<file path="src/pkg/hca_pkg.sv">
// Purpose: shared constants for the heater current alarm logic
// Assumes: currents are unsigned counts of 0.1 A; 10 MHz system clock
// Notes:   register offsets are byte addresses on a 32-bit APB
package hca_pkg;

  // clock and timing
  localparam int unsigned CLOCK_HZ        = 10_000_000;
  localparam int unsigned SKIP_LONG_MS    = 100;
  localparam int unsigned SKIP_SHORT_OFF_MS = 35;
  localparam int unsigned SKIP_SHORT_ON_MS  = 30;
  localparam int unsigned SKIP_LONG_CYC      = SKIP_LONG_MS * (CLOCK_HZ / 1000);
  localparam int unsigned SKIP_SHORT_OFF_CYC = SKIP_SHORT_OFF_MS * (CLOCK_HZ / 1000);
  localparam int unsigned SKIP_SHORT_ON_CYC  = SKIP_SHORT_ON_MS * (CLOCK_HZ / 1000);
  localparam int unsigned CNT_W = 24;

  // current scale, 0.1 A per count
  localparam int unsigned CUR_W = 16;
  localparam int unsigned THR_W = 10;
  localparam logic [THR_W-1:0] THR_OFF_LOW  = 10'h000;  // 0.0 A
  localparam logic [THR_W-1:0] THR_OFF_HIGH = 10'h1F4;  // 50.0 A
  localparam logic [CUR_W-1:0] MON_MAX      = 16'h0226; // 55.0 A
  localparam logic [CUR_W-1:0] MON_OVER     = 16'hFFFF;

  // register byte offsets
  localparam logic [7:0] OFS_CTRL      = 8'h00;
  localparam logic [7:0] OFS_HYST      = 8'h04;
  localparam logic [7:0] OFS_SHORT_THR = 8'h08;
  localparam logic [7:0] OFS_OPEN_THR  = 8'h0C;
  localparam logic [7:0] OFS_HEAT_MON  = 8'h10;
  localparam logic [7:0] OFS_LEAK_MON  = 8'h14;
  localparam logic [7:0] OFS_AUX_SEL   = 8'h18;
  localparam logic [7:0] OFS_ALARMS    = 8'h1C;
  localparam logic [7:0] OFS_INT_STAT  = 8'h20;
  localparam logic [7:0] OFS_INT_MASK  = 8'h24;

  // control register fields
  localparam int unsigned CTRL_SHORT_EN    = 0;
  localparam int unsigned CTRL_OPEN_EN     = 1;
  localparam int unsigned CTRL_SHORT_LATCH = 2;
  localparam int unsigned CTRL_OPEN_LATCH  = 3;
  localparam int unsigned CTRL_FAST_PERIOD = 4;
  localparam int unsigned CTRL_LATCH_CLR   = 5;
  localparam logic [5:0]  CTRL_RESET       = 6'h03;

  // per-channel fields: channel one in [9:0], channel two in [25:16]
  localparam int unsigned CH_STRIDE = 16;
  localparam logic [THR_W-1:0] HYST_RESET      = 10'h001; // 0.1 A
  localparam logic [THR_W-1:0] SHORT_THR_RESET = 10'h1F4; // 50.0 A
  localparam logic [THR_W-1:0] OPEN_THR_RESET  = 10'h000; // 0.0 A

  // aux output selector codes, two bits per output
  typedef enum logic [1:0] {
    HCA_SEL_NONE,
    HCA_SEL_SHORT,
    HCA_SEL_OPEN,
    HCA_SEL_COMBINED
  } hca_sel_t;
  localparam logic [7:0] AUX_SEL_RESET = 8'h01;

endpackage : hca_pkg

</file>
<file path="src/verilog/hca_alarm_logic.sv">
// Purpose: heater open and short alarm supervision on two current sense channels
// Assumes: samples arrive with sampleValid, synchronous to clock, 0.1 A per count
// Notes:   registers over a zero-wait APB slave; one level interrupt output
//
// Summary of operation
// - short alarm from off-time leakage over threshold
// - skip short check on short off intervals
// - short check uses heating output only
// - aux output one shows short alarm after reset
// - integrated alarm ORs general and heater alarms
// - short enable gates short alarm, default on
// - thresholds 0.1 to 49.9 A detect normally
// - threshold 0.0: open off, short on
// - threshold 50.0: open on, short off
// - monitors saturate to FFFF above 55.0 A
// - alarms never stop temperature control
// - two channels with own thresholds, sharing hysteresis and control settings
// - open alarm from on-time current below threshold
// - skip open check on short on intervals
// - latch holds alarm until cleared
`timescale 1ns/10ps

module hca_alarm_logic
  import hca_pkg::*;
#(
  parameter int unsigned LONG_SKIP_CYCLES      = hca_pkg::SKIP_LONG_CYC,
  parameter int unsigned SHORT_OFF_SKIP_CYCLES = hca_pkg::SKIP_SHORT_OFF_CYC,
  parameter int unsigned SHORT_ON_SKIP_CYCLES  = hca_pkg::SKIP_SHORT_ON_CYC
) (
  // clock and reset
  input  wire logic                       clock,
  input  wire logic                       rst,
  // apb slave
  input  wire logic                       psel,
  input  wire logic                       penable,
  input  wire logic                       pwrite,
  input  wire logic [7:0]                 paddr,
  input  wire logic [31:0]                pwdata,
  output logic      [31:0]                prdata,
  output logic                            pready,
  output logic                            pslverr,
  // control outputs and samples
  input  wire logic                       heatOutput,
  input  wire logic                       coolOutput,
  input  wire logic                       sampleValid,
  input  wire logic [hca_pkg::CUR_W-1:0]  senseInputOne,
  input  wire logic [hca_pkg::CUR_W-1:0]  senseInputTwo,
  input  wire logic [3:0]                 generalAlarm,
  input  wire logic                       latchClearEvent,
  // alarm outputs
  output logic [3:0]                      auxOutput,
  output logic                            integratedAlarm,
  output logic                            irq
);
  import hca_pkg::*;

  // configuration
  logic [5:0]       ctrl;
  logic [THR_W-1:0] shortHyst;
  logic [THR_W-1:0] openHyst;
  logic [THR_W-1:0] shortThr [2];
  logic [THR_W-1:0] openThr  [2];
  logic [7:0]       auxSel;
  logic [3:0]       intStatus;
  logic [3:0]       intMask;

  // status
  logic [CUR_W-1:0] heatMon [2];
  logic [CUR_W-1:0] leakMon [2];
  logic [1:0]       shortAlarm;
  logic [1:0]       openAlarm;
  logic [1:0]       shortAlarmPrev;
  logic [1:0]       openAlarmPrev;

  // bus decode
  logic        setupPhase;
  logic        writeTaken;
  logic [31:0] next_prdata;
  logic        next_pslverr;
  logic        latchClear;

  assign setupPhase = psel & ~penable;
  assign writeTaken = psel & penable & pready & pwrite;
  assign latchClear = latchClearEvent | (writeTaken && paddr == OFS_CTRL && pwdata[CTRL_LATCH_CLR]);

  always_comb begin
    next_prdata  = 32'h0000_0000;
    next_pslverr = 1'b0;
    unique case (paddr)
      OFS_CTRL:      next_prdata[4:0] = ctrl[4:0];
      OFS_HYST:      next_prdata = {6'h00, openHyst, 6'h00, shortHyst};
      OFS_SHORT_THR: next_prdata = {6'h00, shortThr[1], 6'h00, shortThr[0]};
      OFS_OPEN_THR:  next_prdata = {6'h00, openThr[1], 6'h00, openThr[0]};
      OFS_HEAT_MON:  next_prdata = {heatMon[1], heatMon[0]};
      OFS_LEAK_MON:  next_prdata = {leakMon[1], leakMon[0]};
      OFS_AUX_SEL:   next_prdata[7:0] = auxSel;
      OFS_ALARMS:    next_prdata[7:0] = {generalAlarm, openAlarm, shortAlarm};
      OFS_INT_STAT:  next_prdata[3:0] = intStatus;
      OFS_INT_MASK:  next_prdata[3:0] = intMask;
      default:       next_pslverr = 1'b1;
    endcase
  end

  // zero-wait slave: answer is ready in the access cycle
  always_ff @(posedge clock) begin
    if (rst) begin
      pready  <= 1'b0;
      pslverr <= 1'b0;
      prdata  <= 32'h0000_0000;
    end else begin
      pready  <= setupPhase;
      pslverr <= setupPhase & next_pslverr;
      if (setupPhase) begin
        prdata <= pwrite ? 32'h0000_0000 : next_prdata;
      end
    end
  end

  // configuration writes
  always_ff @(posedge clock) begin
    if (rst) begin
      ctrl        <= CTRL_RESET;
      shortHyst   <= HYST_RESET;
      openHyst    <= HYST_RESET;
      shortThr[0] <= SHORT_THR_RESET;
      shortThr[1] <= SHORT_THR_RESET;
      openThr[0]  <= OPEN_THR_RESET;
      openThr[1]  <= OPEN_THR_RESET;
      auxSel      <= AUX_SEL_RESET;
      intMask     <= 4'h0;
    end else if (writeTaken) begin
      unique case (paddr)
        OFS_CTRL: begin
          ctrl <= {1'b0, pwdata[4:0]};
        end
        OFS_HYST: begin
          shortHyst <= pwdata[THR_W-1:0];
          openHyst  <= pwdata[CH_STRIDE+THR_W-1:CH_STRIDE];
        end
        OFS_SHORT_THR: begin
          shortThr[0] <= pwdata[THR_W-1:0];
          shortThr[1] <= pwdata[CH_STRIDE+THR_W-1:CH_STRIDE];
        end
        OFS_OPEN_THR: begin
          openThr[0] <= pwdata[THR_W-1:0];
          openThr[1] <= pwdata[CH_STRIDE+THR_W-1:CH_STRIDE];
        end
        OFS_AUX_SEL: begin
          auxSel <= pwdata[7:0];
        end
        OFS_INT_MASK: begin
          intMask <= pwdata[3:0];
        end
        default: begin
        end
      endcase
    end
  end

  // interval timing of the heating output; cooling output never qualifies
  logic             heatPrev;
  logic [CNT_W-1:0] intervalCount;
  logic [CNT_W-1:0] offLimit;
  logic [CNT_W-1:0] onLimit;
  logic             offQualified;
  logic             onQualified;

  assign offLimit = ctrl[CTRL_FAST_PERIOD] ? CNT_W'(SHORT_OFF_SKIP_CYCLES) : CNT_W'(LONG_SKIP_CYCLES);
  assign onLimit  = ctrl[CTRL_FAST_PERIOD] ? CNT_W'(SHORT_ON_SKIP_CYCLES) : CNT_W'(LONG_SKIP_CYCLES);
  // interval still running, so it only qualifies once it outlasts the limit
  assign offQualified = ~heatOutput & ~heatPrev & (intervalCount > offLimit);
  assign onQualified  = heatOutput & heatPrev & (intervalCount > onLimit);

  always_ff @(posedge clock) begin
    if (rst) begin
      heatPrev      <= 1'b0;
      intervalCount <= '0;
    end else begin
      heatPrev <= heatOutput;
      if (heatOutput != heatPrev) begin
        intervalCount <= '0;
      end else if (intervalCount != {CNT_W{1'b1}}) begin
        intervalCount <= intervalCount + 1'b1;
      end
    end
  end

  // per-channel detection
  logic [CUR_W-1:0] sample [2];
  assign sample[0] = senseInputOne;
  assign sample[1] = senseInputTwo;

  genvar ch;
  generate
    for (ch = 0; ch < 2; ch++) begin : g_chan
      logic             rawShort;
      logic             rawOpen;
      logic             next_rawShort;
      logic             next_rawOpen;
      logic [CUR_W:0]   curWide;
      logic [CUR_W:0]   shortThrWide;
      logic [CUR_W:0]   openThrWide;
      logic [CUR_W-1:0] monValue;

      assign curWide      = {1'b0, sample[ch]};
      assign shortThrWide = (CUR_W+1)'(shortThr[ch]);
      assign openThrWide  = (CUR_W+1)'(openThr[ch]);
      assign monValue     = (sample[ch] > MON_MAX) ? MON_OVER : sample[ch];

      always_comb begin
        next_rawShort = rawShort;
        if (shortThr[ch] == THR_OFF_LOW) begin
          next_rawShort = 1'b1;
        end else if (shortThr[ch] == THR_OFF_HIGH) begin
          next_rawShort = 1'b0;
        end else if (sampleValid && offQualified) begin
          if (curWide > shortThrWide) begin
            next_rawShort = 1'b1;
          end else if (curWide + (CUR_W+1)'(shortHyst) <= shortThrWide) begin
            next_rawShort = 1'b0;
          end
        end
      end

      always_comb begin
        next_rawOpen = rawOpen;
        if (openThr[ch] == THR_OFF_LOW) begin
          next_rawOpen = 1'b0;
        end else if (openThr[ch] == THR_OFF_HIGH) begin
          next_rawOpen = 1'b1;
        end else if (sampleValid && onQualified) begin
          if (curWide < openThrWide) begin
            next_rawOpen = 1'b1;
          end else if (curWide >= openThrWide + (CUR_W+1)'(openHyst)) begin
            next_rawOpen = 1'b0;
          end
        end
      end

      always_ff @(posedge clock) begin
        if (rst) begin
          rawShort <= 1'b0;
          rawOpen  <= 1'b0;
        end else begin
          rawShort <= next_rawShort;
          rawOpen  <= next_rawOpen;
        end
      end

      // latch keeps an alarm up until cleared; enable off forces it down
      always_ff @(posedge clock) begin
        if (rst) begin
          shortAlarm[ch] <= 1'b0;
          openAlarm[ch]  <= 1'b0;
        end else begin
          shortAlarm[ch] <= ctrl[CTRL_SHORT_EN] &
                            (next_rawShort | (ctrl[CTRL_SHORT_LATCH] & shortAlarm[ch] & ~latchClear));
          openAlarm[ch]  <= ctrl[CTRL_OPEN_EN] &
                            (next_rawOpen | (ctrl[CTRL_OPEN_LATCH] & openAlarm[ch] & ~latchClear));
        end
      end

      // monitors: on-time samples show heater current, off-time ones leakage
      always_ff @(posedge clock) begin
        if (rst) begin
          heatMon[ch] <= '0;
          leakMon[ch] <= '0;
        end else if (sampleValid) begin
          if (heatOutput) begin
            heatMon[ch] <= monValue;
          end else begin
            leakMon[ch] <= monValue;
          end
        end
      end
    end
  endgenerate

  // interrupt events on alarm assertion; set wins over write-one-clear
  logic [3:0] alarmRise;
  assign alarmRise = {openAlarm & ~openAlarmPrev, shortAlarm & ~shortAlarmPrev};

  always_ff @(posedge clock) begin
    if (rst) begin
      shortAlarmPrev <= 2'b00;
      openAlarmPrev  <= 2'b00;
      intStatus      <= 4'h0;
      irq            <= 1'b0;
    end else begin
      shortAlarmPrev <= shortAlarm;
      openAlarmPrev  <= openAlarm;
      if (writeTaken && paddr == OFS_INT_STAT) begin
        intStatus <= (intStatus & ~pwdata[3:0]) | alarmRise;
      end else begin
        intStatus <= intStatus | alarmRise;
      end
      irq <= |(intStatus & intMask);
    end
  end

  // alarm routing; purely indicative, never fed back to the heat output
  logic combinedAlarm;
  assign combinedAlarm = |shortAlarm | |openAlarm;

  always_ff @(posedge clock) begin
    if (rst) begin
      auxOutput       <= 4'h0;
      integratedAlarm <= 1'b0;
    end else begin
      for (int i = 0; i < 4; i++) begin
        unique case (hca_sel_t'(auxSel[2*i +: 2]))
          HCA_SEL_NONE:     auxOutput[i] <= 1'b0;
          HCA_SEL_SHORT:    auxOutput[i] <= |shortAlarm;
          HCA_SEL_OPEN:     auxOutput[i] <= |openAlarm;
          HCA_SEL_COMBINED: auxOutput[i] <= combinedAlarm;
        endcase
      end
      integratedAlarm <= |generalAlarm | combinedAlarm;
    end
  end

  // cooling output takes no part in detection
  logic unusedCool;
  assign unusedCool = coolOutput;

endmodule : hca_alarm_logic

</file>
<file path="config.mk">
export PLATFORM = sky130hd
export DESIGN_NAME = hca_alarm_logic
export DESIGN_NICKNAME = d
export VERILOG_FILES = /design/src/pkg/hca_pkg.sv /design/src/verilog/hca_alarm_logic.sv
export SDC_FILE = /design/constraint.sdc
export NUM_CORES = 1
export LEC_CHECK = 0
export ABC_AREA = 1
export BUFFER_PORTS_ARGS = -buffer_cell sky130_fd_sc_hd__buf_2
export CAP_MARGIN = 20
export CORE_ASPECT_RATIO = 1.5
export CORE_MARGIN = 1.5
export CORE_UTILIZATION = 50
export DETAILED_ROUTE_END_ITERATION = 7
export GPL_TIMING_DRIVEN = 1
export PLACE_DENSITY_LB_ADDON = 0.08
export SLEW_MARGIN = 20
export SYNTH_ARGS = -nofsm -noshare
export SYNTH_HDL_FRONTEND = slang
export SYNTH_SLANG_ARGS = --single-unit
</file>
<file path="constraint.sdc">
create_clock -name clock -period 3.85 [get_ports clock]
set_clock_uncertainty 0.2 [all_clocks]
set_input_delay 0 -clock clock [delete_from_list [all_inputs] [get_ports clock]]
set_output_delay 0 -clock clock [all_outputs]
set_load 0.05 [all_outputs]
</file>
-- Word-level counts from Yosys, hierarchy flattened
Memories as Yosys holds them, arrays and structs flattened.
Index checks and enable logic that the tools add are counted.
- bits in registers: 118
- logic and storage cells: 206
- output and inout port bits: 40
- RAM bits: 104
- memories: 4
- input bits: 85
- memory list (name ; words ; bits a word ; read ports ; clocked after memory_dff ; write ports ; RTL line ; source):
    heatMon ; 2 ; 16 ; 2 ; 0 ; 2 ; hca_alarm_logic.sv:68 ; logic [CUR_W-1:0] heatMon [2];
    leakMon ; 2 ; 16 ; 2 ; 0 ; 2 ; hca_alarm_logic.sv:69 ; logic [CUR_W-1:0] leakMon [2];
    openThr ; 2 ; 10 ; 2 ; 0 ; 2 ; hca_alarm_logic.sv:62 ; logic [THR_W-1:0] openThr [2];
    shortThr ; 2 ; 10 ; 2 ; 0 ; 2 ; hca_alarm_logic.sv:61 ; logic [THR_W-1:0] shortThr [2];
- reduce and logical (&&, ||, !) cells: 24
- multiplexer cells: 61
- equality and inequality tests: 27
- bitwise gates (word level): 49
- order comparisons: 12
- add/subtract/negate cells: 5
- operator list (operator ; count):
    $pmux 24 s5 ; 1
    $mux 16 ; 6
    $gt 24x20->1 ; 2
    $eq 10x9->1 const B ; 4
    $logic_not 10->1 ; 4
    $mux 10 ; 4
    $mux 20 ; 2
    $pmux 4 s10 ; 1
    $mux 1 ; 39
    $add 16x10->17 ; 2
    $le 17x10->1 ; 2
    $eq 8x5->1 const B ; 4
    $ge 16x11->1 ; 2
    $gt 16x10->1 ; 2
    $gt 16x10->1 const B ; 2
    $lt 16x10->1 ; 2
    $mux 32 ; 1
    $add 24x1->24 const B ; 1
    $ne 24x24->1 const B ; 1
    $add 10x10->11 ; 2
    $and 1x1->1 ; 21
    $pmux 3 s7 ; 1
    $eq 2x2->1 const B ; 8
    $eq 8x4->1 const B ; 2
    21 further kinds ; 62

-- Depth between registers and ports, before layout
Gate-level depths: netlist of run 1.
- word-level depth: 10
- mapped depth: 24
- gate-level depth less buffers: 24

-- Least setup slack after synthesis of run 1
No wires, ideal clock.
- kind: reg-to-reg
- from: memory openThr[0][0]
- to: register openAlarm[0]
- cell stages (with the launch flop): 22
- path buffers: 0
- data required time: 3580 ps
- arrival: 2914 ps
- setup slack: 666 ps
- path through: edfxtp_1 -> ha_1 -> fa_1 -> nand3_1 -> and2_1 -> nor2_1 -> o21ai_0 -> nand2_1 -> a21oi_1 -> o21ai_0 -> a21o_1 -> a21oi_1 -> ha_1 -> nand2_1 -> nor2_1 -> nor4_1 -> nand3_1 -> nand2_1 -> nand2_1 -> nand3_1 -> nand2_1 -> a21oi_1
- RTL lines (what ; RTL line ; source):
    start, declared ; hca_alarm_logic.sv:62 ;
    end signal, assigned by index ; hca_alarm_logic.sv:258 ; openAlarm[ch] <= ctrl[CTRL_OPEN_EN] &
    end, declared ; hca_alarm_logic.sv:71 ; logic [1:0] openAlarm;

-- Worst setup path in the final report of run 1
- from: input port paddr[0]
- to: register prdata[5]
- longest elaborated chain between the ends: 3
- elaborated cells on any way between the ends: 9
- RTL lines (what ; RTL line ; source):
    start, declared ; hca_alarm_logic.sv:37 ; input wire logic [7:0] paddr,
    $eq 8x5->1, or another cell as far along ; hca_alarm_logic.sv:89 ; unique case (paddr)
    $pmux 3 s7 (*) ; hca_alarm_logic.sv:89 ;
    $mux 32 (*) ; hca_alarm_logic.sv:114 ; prdata <= pwrite ? 32'h0000_0000 : next_prdata;
    end signal, assigned ; hca_alarm_logic.sv:114 ;
    end, declared ; hca_alarm_logic.sv:39 ; output logic [31:0] prdata,
Mark *: on every way between the ends. The rest lies on a longest branch, timed or not.
A chain may end at the register's enable or synchronous reset.

==> metrics.yaml, run 1 <==
status:
  status: "finished, final reports clean"
clock_network:
  cts_root_buffer: "clkbuf_16"
  cts.sinks: 222
  numCtsBuffers: 24
  htreeDepth: 1
  cts.path.max_buffers: 3
  cts_setup_buffers: 0
  clk_pin_slew_ps: 60
  cts_tree: "yes"
  clock_latency_ps: 550
logic_synthesis:
  syn_area_um2: 14070
  avgSynthCellArea_um2: 7.741
  synth.distinct_cells: 49
  synth-async-reset-ratio: 0
  synth_flop_cell: "dfxtp_1"
  synth_edf_count: 104
  synth.yosys.warnings: 0
  synth_seq_area_share: 0.3898
  synth_seq_cells: 222
  syn-num-nets: 2044
  synth_cells: 1818
sta:
  rsz0062_at_grt: "yes"
  finalSetupViolations: 0
  fmax_ghz: 0.2726
  fin_crit_ps: 3668
  hold_slack_ps: 24.74
  hold_viol: 0
  finalWorstSetupSlack_ps: 182.1
  slew_headroom: 0.4810
  worst_slew_pin_slew_ps: 777.6
  maxSlewViolCount: 0
  period_share: 0.9527
grt:
  use_met2: 0.5953
  grt_pass1_wl_um: 70540
  grt_overflow_total: 0
  grt_max_degree: 40
  grt_usage: 0.3147
  antenna_found_initial: 0
  top_usage_layer: "met2"
  grt_use_met1: 0.3278
  use_met3: 0.02854
  grt_pass1_vias: 13290
placement:
  dp.cells: 2250
  port_buffers: 111
  gp_congestion: 1.026
  place_ws_ps: 256.0
  place_area_um2: 15060
  dpl.hpwl_um: 35110
worst_setup_path:
  r2r-start: "openThr[0][0]"
  reg2reg_to: "openAlarm[0]"
  cp_data_arrival_time_ps: 3880
  crit_path_start: "paddr[0]"
  cp-end-kind: "flip-flop"
  start_kind: "input port"
  crit_fanout: 16
  crit_end: "prdata[5]"
  cp.required_ps: 4070
  crit_type: "input port to flip-flop"
  r2r_cells: 21
  reg2reg_slack_ps: 310
finish:
  final_cells: 2377
  final_area_um2: 16780
  multi_input_area_um2: 7445
  finalNetCount: 2239
  fillers: 2590
  drive_gt1_frac: 0.1059
  synthToLayoutAreaGrowth_pct: 19.28
  num_antenna_cells: 0
  seqCellArea_um2: 5485
floorplan:
  initial_core_util: 0.5049
  num_io_pins: 125
  fp.dieH_um: 208.5
  die-area_um2: 29180
  core_um2: 27870
  die-width_um: 140.0
  floorplan.rows: 75
detailed_routing:
  antenna_left: 0
  wire_per_inst_um: 19.38
  first_pass_iters: 5
  wirelength_um: 46070
  vias_per_cell: 5.666
  num_vias: 13470
  drt_iter0_markers: 889
  post-route-drc-count: 0
flow_run:
  drv_cap: 0
power_and_ir_drop:
  ir_worst_vdd_uv: 283.7
  powerDensity_nw_per_um2: 337.9
  leakage_nw: 7.851
min_path:
  hold_path.class: "input port to flip-flop"
## metrics by stage
stage                 util  power [mW]  setup TNS [ps]
finish              0.6022       5.672               0
CTS                 0.6019       5.691               0
global route        0.6022       5.833          -28.99
floorplan                -       2.919               0
detailed placement  0.5404       3.119               0
global placement    0.5404       3.108               0
## metal layers
metal	wire length, um	part of all wire
met2	24040	0.52
met3	1817	0.039
met5	0	0
met1	16940	0.37
met4	3274	0.071
## Yosys cell counts, types with 2 or more instances
library cell / n / area [um2]
o21ai_1: 4 / 20.02
nor3_2: 5 / 50.05
o211ai_1: 10 / 75.07
a31oi_1: 4 / 25.02
nor2_4: 3 / 33.78
fa_1: 4 / 80.08
o21bai_1: 5 / 37.54
xnor2_1: 13 / 113.9
o21ai_0: 76 / 380.4
a22o_1: 13 / 113.9
nand4_1: 29 / 181.4
clkinv_1: 3 / 11.26
o2111ai_1: 2 / 17.52
nor4_1: 20 / 125.1
a221oi_1: 19 / 166.4
edfxtp_1: 104 / 3123
nand3b_1: 7 / 52.55
and3_1: 2 / 12.51
buf_2: 12 / 60.06
a21oi_1: 190 / 950.9
nor2_2: 7 / 43.79
nand3_1: 102 / 510.5
nand3_2: 2 / 20.02
xor2_1: 18 / 157.7
inv_2: 12 / 45.04
and2_1: 3 / 18.77
a2111oi_0: 2 / 17.52
clkbuf_1: 32 / 120.1
a211oi_1: 5 / 37.54
nand2_2: 2 / 12.51
a21o_1: 6 / 45.04
dfxtp_1: 118 / 2362
ha_1: 137 / 1714
nor2_1: 159 / 596.8
nand2_4: 2 / 22.52
nand2_1: 379 / 1423
nor3_1: 19 / 95.09
inv_1: 250 / 938.4
buf_1: 2 / 7.510
o22ai_1: 27 / 168.9
## layout by cell type, fill, tap and decap left out, drive strengths merged, types with 2 or more instances in the layout
master	count
xnor2	13
a22o	13
xor2	18
a21oi	190
nor2	169
fa	4
o2111ai	2
a2111oi	2
nand3b	7
nor4	20
o211ai	10
inv	262
dlygate4sd3	83
o22ai	27
a211oi	5
edfxtp	104
clkinv	4
dfxtp	118
or2	2
nor3	25
a21o	6
a31oi	4
clkbuf	39
o21ai	80
and2	3
and3	2
nand4	29
a221oi	19
bufinv	3
ha	137
buf	132
o21bai	5
nand2	383
nand3	105
## layout make-up
class                           instances  area share
Multi-Input combinational cell       1285      0.4435
Sequential cell                       222      0.3268
Timing Repair Buffer                  215     0.09199
Inverter                              265     0.05926
Clock buffer                           39     0.04584
Tap cell                              346     0.02579
Clock inverter                          5    0.006783
## cells by family (layout without fill, tap and decap cells)
group                      Yosys count  count (layout)  share of synthesized area
adders and majority gates          141             141                     0.1275
buffers and inverters              311             524                    0.08402
and+or+nand+nor                    746             746                     0.2311
AOI/OAI and AO/OA                  367             367                     0.1483
xor gates and xnor gates            31              31                    0.01929
DFF                                222             222                     0.3898
## power by group
group          switching (mW)  internal, mW
Sequential             0.0314          2.55
Clock                   0.968          1.57
Combinational           0.350         0.203
## critical path: stages
cell and delay, ps:
dlygate4sd3_1 520, buf_2 100, nor2_1 60, dlygate4sd3_1 590, nand2_1 150, nor2_2 80, nand2_1 520, inv_1 300
a221oi_1 550, o2111ai_1 210, nand2_1 110, dlygate4sd3_1 600, a21oi_1 80
## worst min path at each step
| stage | from | end | cells after the start |
|---|---|---|---|
| global route | pwdata[23] | shortThr[0][17] | 4 |
| detailed placement | generalAlarm[0] | integratedAlarm | 3 |
| finish | senseInputOne[14] | g_chan[0].rawShort | 9 |
| CTS | paddr[1] | intMask[1] | 6 |
| floorplan | pwdata[0] | ctrl[0] | 2 |
| global placement | pwdata[8] | shortHyst[8] | 3 |
## repair_timing
action                     in CTS  in global routing
hold buffers                   83                  0
setup endpoints to repair       0                  4
hold endpoints to repair      234                  0
resized for setup               0                  2
## registers in the layout, indices dropped and copies added (netlist names), 4 cells and up
register / count
auxOutput: 4
auxSel: 8
ctrl: 5
heatMon: 32
intMask: 4
intStatus: 4
intervalCount: 24
leakMon: 32
openHyst: 10
openThr: 20
prdata: 32
shortHyst: 10
shortThr: 20
(Power assumes the default switching activity.)
==> run 2: changes to the inputs <==
--- a/config.mk
+++ b/config.mk
@@ -11,6 +11,7 @@
 export CORE_ASPECT_RATIO = 1.5
 export CORE_MARGIN = 1.5
 export CORE_UTILIZATION = 50
+export CTS_BUF_LIST = sky130_fd_sc_hd__clkbuf_4
 export DETAILED_ROUTE_END_ITERATION = 7
 export GPL_TIMING_DRIVEN = 1
 export PLACE_DENSITY_LB_ADDON = 0.08
==> metrics.yaml, run 2 (synthesized netlist as in run 1, its figures left out) <==
worst_setup_path:
  crit_fanout: 5  # -11
  cp.required_ps: 4350  # +280 ps
  reg2reg_slack_ps: 180  # -130 ps
  r2r_cells: 18  # -14%
  crit_type: "input port to flip-flop"
  path_cells: "dlygate4sd3_1, buf_2, nor3_2, dlygate4sd3_1, nand2_2, dlygate4sd3_1, nor2_4, inv_2, o22ai_1, a221oi_1, a21oi_1, nand2_1, dlygate4sd3_1, a21oi_1, dlygate4sd3_1"
  reg2reg_to: "shortAlarm[1]"
  worst_path_max_delay_cell: "dlygate4sd3_1"
  cp-end-kind: "flip-flop"
  start_kind: "input port"
  cp_slowest_stage_delay_ps: 620  # +20 ps
  cp_common_cell: "dlygate4sd3_1"
  r2r-start: "shortHyst[2]"
  cp_data_arrival_time_ps: 4300  # +420 ps
power_and_ir_drop:
  p_comb_frac: 0.112  # +0.014
  p_clk_frac: 0.406  # -0.041
  power_mw: 5.351  # -5.6%
  p_seq_frac: 0.482  # +0.027
  ir_worst_vdd_uv: 240.9  # -15%
  leakage_nw: 8.115  # +3.4%
  power.switching_mw: 1.401  # +3.8%
  powerDensity_nw_per_um2: 308.3  # -8.8%
  swShare: 0.2619  # +0.02393
  power.internal_mw: 3.950  # -8.6%
finish:
  layout_commonest_cell: "nand2_1"
  utilization: 0.6229  # +0.02061
  finalNetCount: 2326  # +3.9%
  layout_common_cells: "376 x nand2_1, 249 x inv_1, 189 x a21oi_1"
  synthToLayoutAreaGrowth_pct: 23.36
  fillers: 2532  # -2.2%
  largestRegisters: "heatMon: 32 flops, leakMon: 32 flops, prdata: 32 flops"
  drive_gt1_frac: 0.1376  # +0.03173
  final_area_um2: 17360  # +3.4%
  multi_input_area_um2: 7555  # +1.5%
  seqCellArea_um2: 5497  # +0.21%
detailed_routing:
  drt_iter0_markers: 762  # -14%
  wirelength_um: 48010  # +4.2%
  vias_per_cell: 5.593  # -1.3%
  post-route-drc-count: 0  # unchanged
  antenna_left: 0  # unchanged
  wire_per_inst_um: 19.26  # -0.61%
  num_vias: 13940  # +3.5%
  first_pass_iters: 7  # +2
sta:
  worst_slew_pin_slew_ps: 805.6  # +27.98 ps
  slew_headroom: 0.4623  # -0.01867
  hold_viol: 0  # unchanged
  maxSlewViolCount: 0  # unchanged
  period_share: 0.9869  # +0.03418
  fmax_ghz: 0.2632  # -3.5%
  fin_crit_ps: 3800  # +131.6 ps
  finalSetupViolations: 0  # unchanged
floorplan:
  die-width_um: 140.0  # unchanged
  die-area_um2: 29180  # unchanged
  core_um2: 27870  # unchanged
  floorplan.rows: 75  # unchanged
  fp.dieH_um: 208.5  # unchanged
  initial_core_util: 0.5049  # unchanged
  num_io_pins: 125  # unchanged
grt:
  top_usage_layer: "met2"
  grt_pass1_wl_um: 73210  # +3.8%
  use_met3: 0.04212  # +0.01358
  antenna_found_initial: 2  # +2
  grt_overflow_total: 0  # unchanged
  grt_pass1_vias: 13980  # +5.2%
  grt_use_met1: 0.3290  # +0.001180
  grt_usage: 0.3268  # +0.01217
  use_met2: 0.6125  # +0.01716
  grt_max_degree: 40  # unchanged
clock_network:
  numCtsBuffers: 55  # +130%
  cts.sinks: 222  # unchanged
  clock_latency_ps: 750  # +200 ps
  htreeDepth: 2  # +1
  cts.path.max_buffers: 3  # unchanged
  clk_pin_slew_ps: 70  # about the same
  cts_root_buffer: "clkbuf_4"
  cts_tree: "yes"
min_path:
  worstHoldStart: "pwdata[5]"
  hold_depth: 4  # -5
  hold-path-endpoint: "auxSel[5]"
  hold_path.class: "input port to flip-flop"
status:
  status: "finished, final reports clean"
placement:
  place_area_um2: 15060  # unchanged
  dpl.hpwl_um: 35110  # unchanged
  gp_congestion: 1.026  # unchanged
  port_buffers: 111  # unchanged
flow_run:
  drv_cap: 0  # unchanged
[run 2: changes by cell type in the layout (fill, tap and decap cells not counted), moves of 3 or more]
cell           delta
nand2_1           -3
dfxtp_2           +9
ha_1              -8
clkinv_1          +8
clkbuf_1          -6
nand2_2           +3
clkbuf_4         +87
dfxtp_1           -9
ha_4              +7
clkbuf_8          -7
dlygate4sd3_1    +54
clkbuf_16        -26
[run 2: layout make-up]
class / count / share of cell area
Antenna cell: 2 / 0.0002883
Clock buffer: 87 / 0.03762
Clock inverter: 14 / 0.007064
Inverter: 265 / 0.05730
Multi-Input combinational cell: 1285 / 0.4352
Sequential cell: 222 / 0.3166
Tap cell: 346 / 0.02494
Timing Repair Buffer: 271 / 0.1209
[run 2: stage by stage]
stage          setup WS (ps)  hold WS (ps)  TNS (ps)  std cells
2_1_floorplan          666.1        -69.62         0       1818
3_3_place_gp           321.6         75.37         0       2250
3_5_place_dp           256.0         86.45         0       2250
4_1_cts                39.37         2.124         0       2488
5_1_grt               -11.20         68.86    -15.41       2492
6_report               50.49         39.12         0       2492
[run 2: timing repair]
item / 4_1_cts / 5_1_grt
gates resized for setup: 0 / 27
hold buffers: 137 / 0
buffers inserted: 0 / 2
endpoints found under the hold margin: 274 / 0
setup endpoints to repair: 0 / 9
[run 2: layer usage]
layer  part of all wire  vias up
met5                  0        -
met4              0.076        0
met3              0.050      191
met2               0.52      528
met1               0.35     6450
li1                   -     6768
[run 2: worst max path at each step]
| stage | start | end | cells past startpoint |
|---|---|---|---|
| after global placement | openThr[0][0] | openAlarm[0] | 21 |
| after detailed placement | openThr[0][0] | openAlarm[0] | 21 |
| final | paddr[4] | prdata[4] | 15 |
| after global routing | paddr[4] | prdata[4] | 15 |
| after CTS | paddr[4] | prdata[4] | 15 |
| after floorplan | openThr[0][0] | openAlarm[0] | 21 |
[run 2: worst max-delay path, delay by kind of cell]
family	cells	cell delay [ps]
simple gates	4	530
buf+inv	7	3110
compound gates	4	650
[run 2: power by group through the flow]
stage / clock (mW) / sequential, mW / combinational, mW
4_1_cts: 2.20 / 2.58 / 0.580
2_1_floorplan: 0 / 2.63 / 0.289
5_1_grt: 2.30 / 2.59 / 0.659
6_report: 2.17 / 2.58 / 0.601
3_5_place_dp: 0 / 2.63 / 0.488
3_3_place_gp: 0 / 2.63 / 0.479
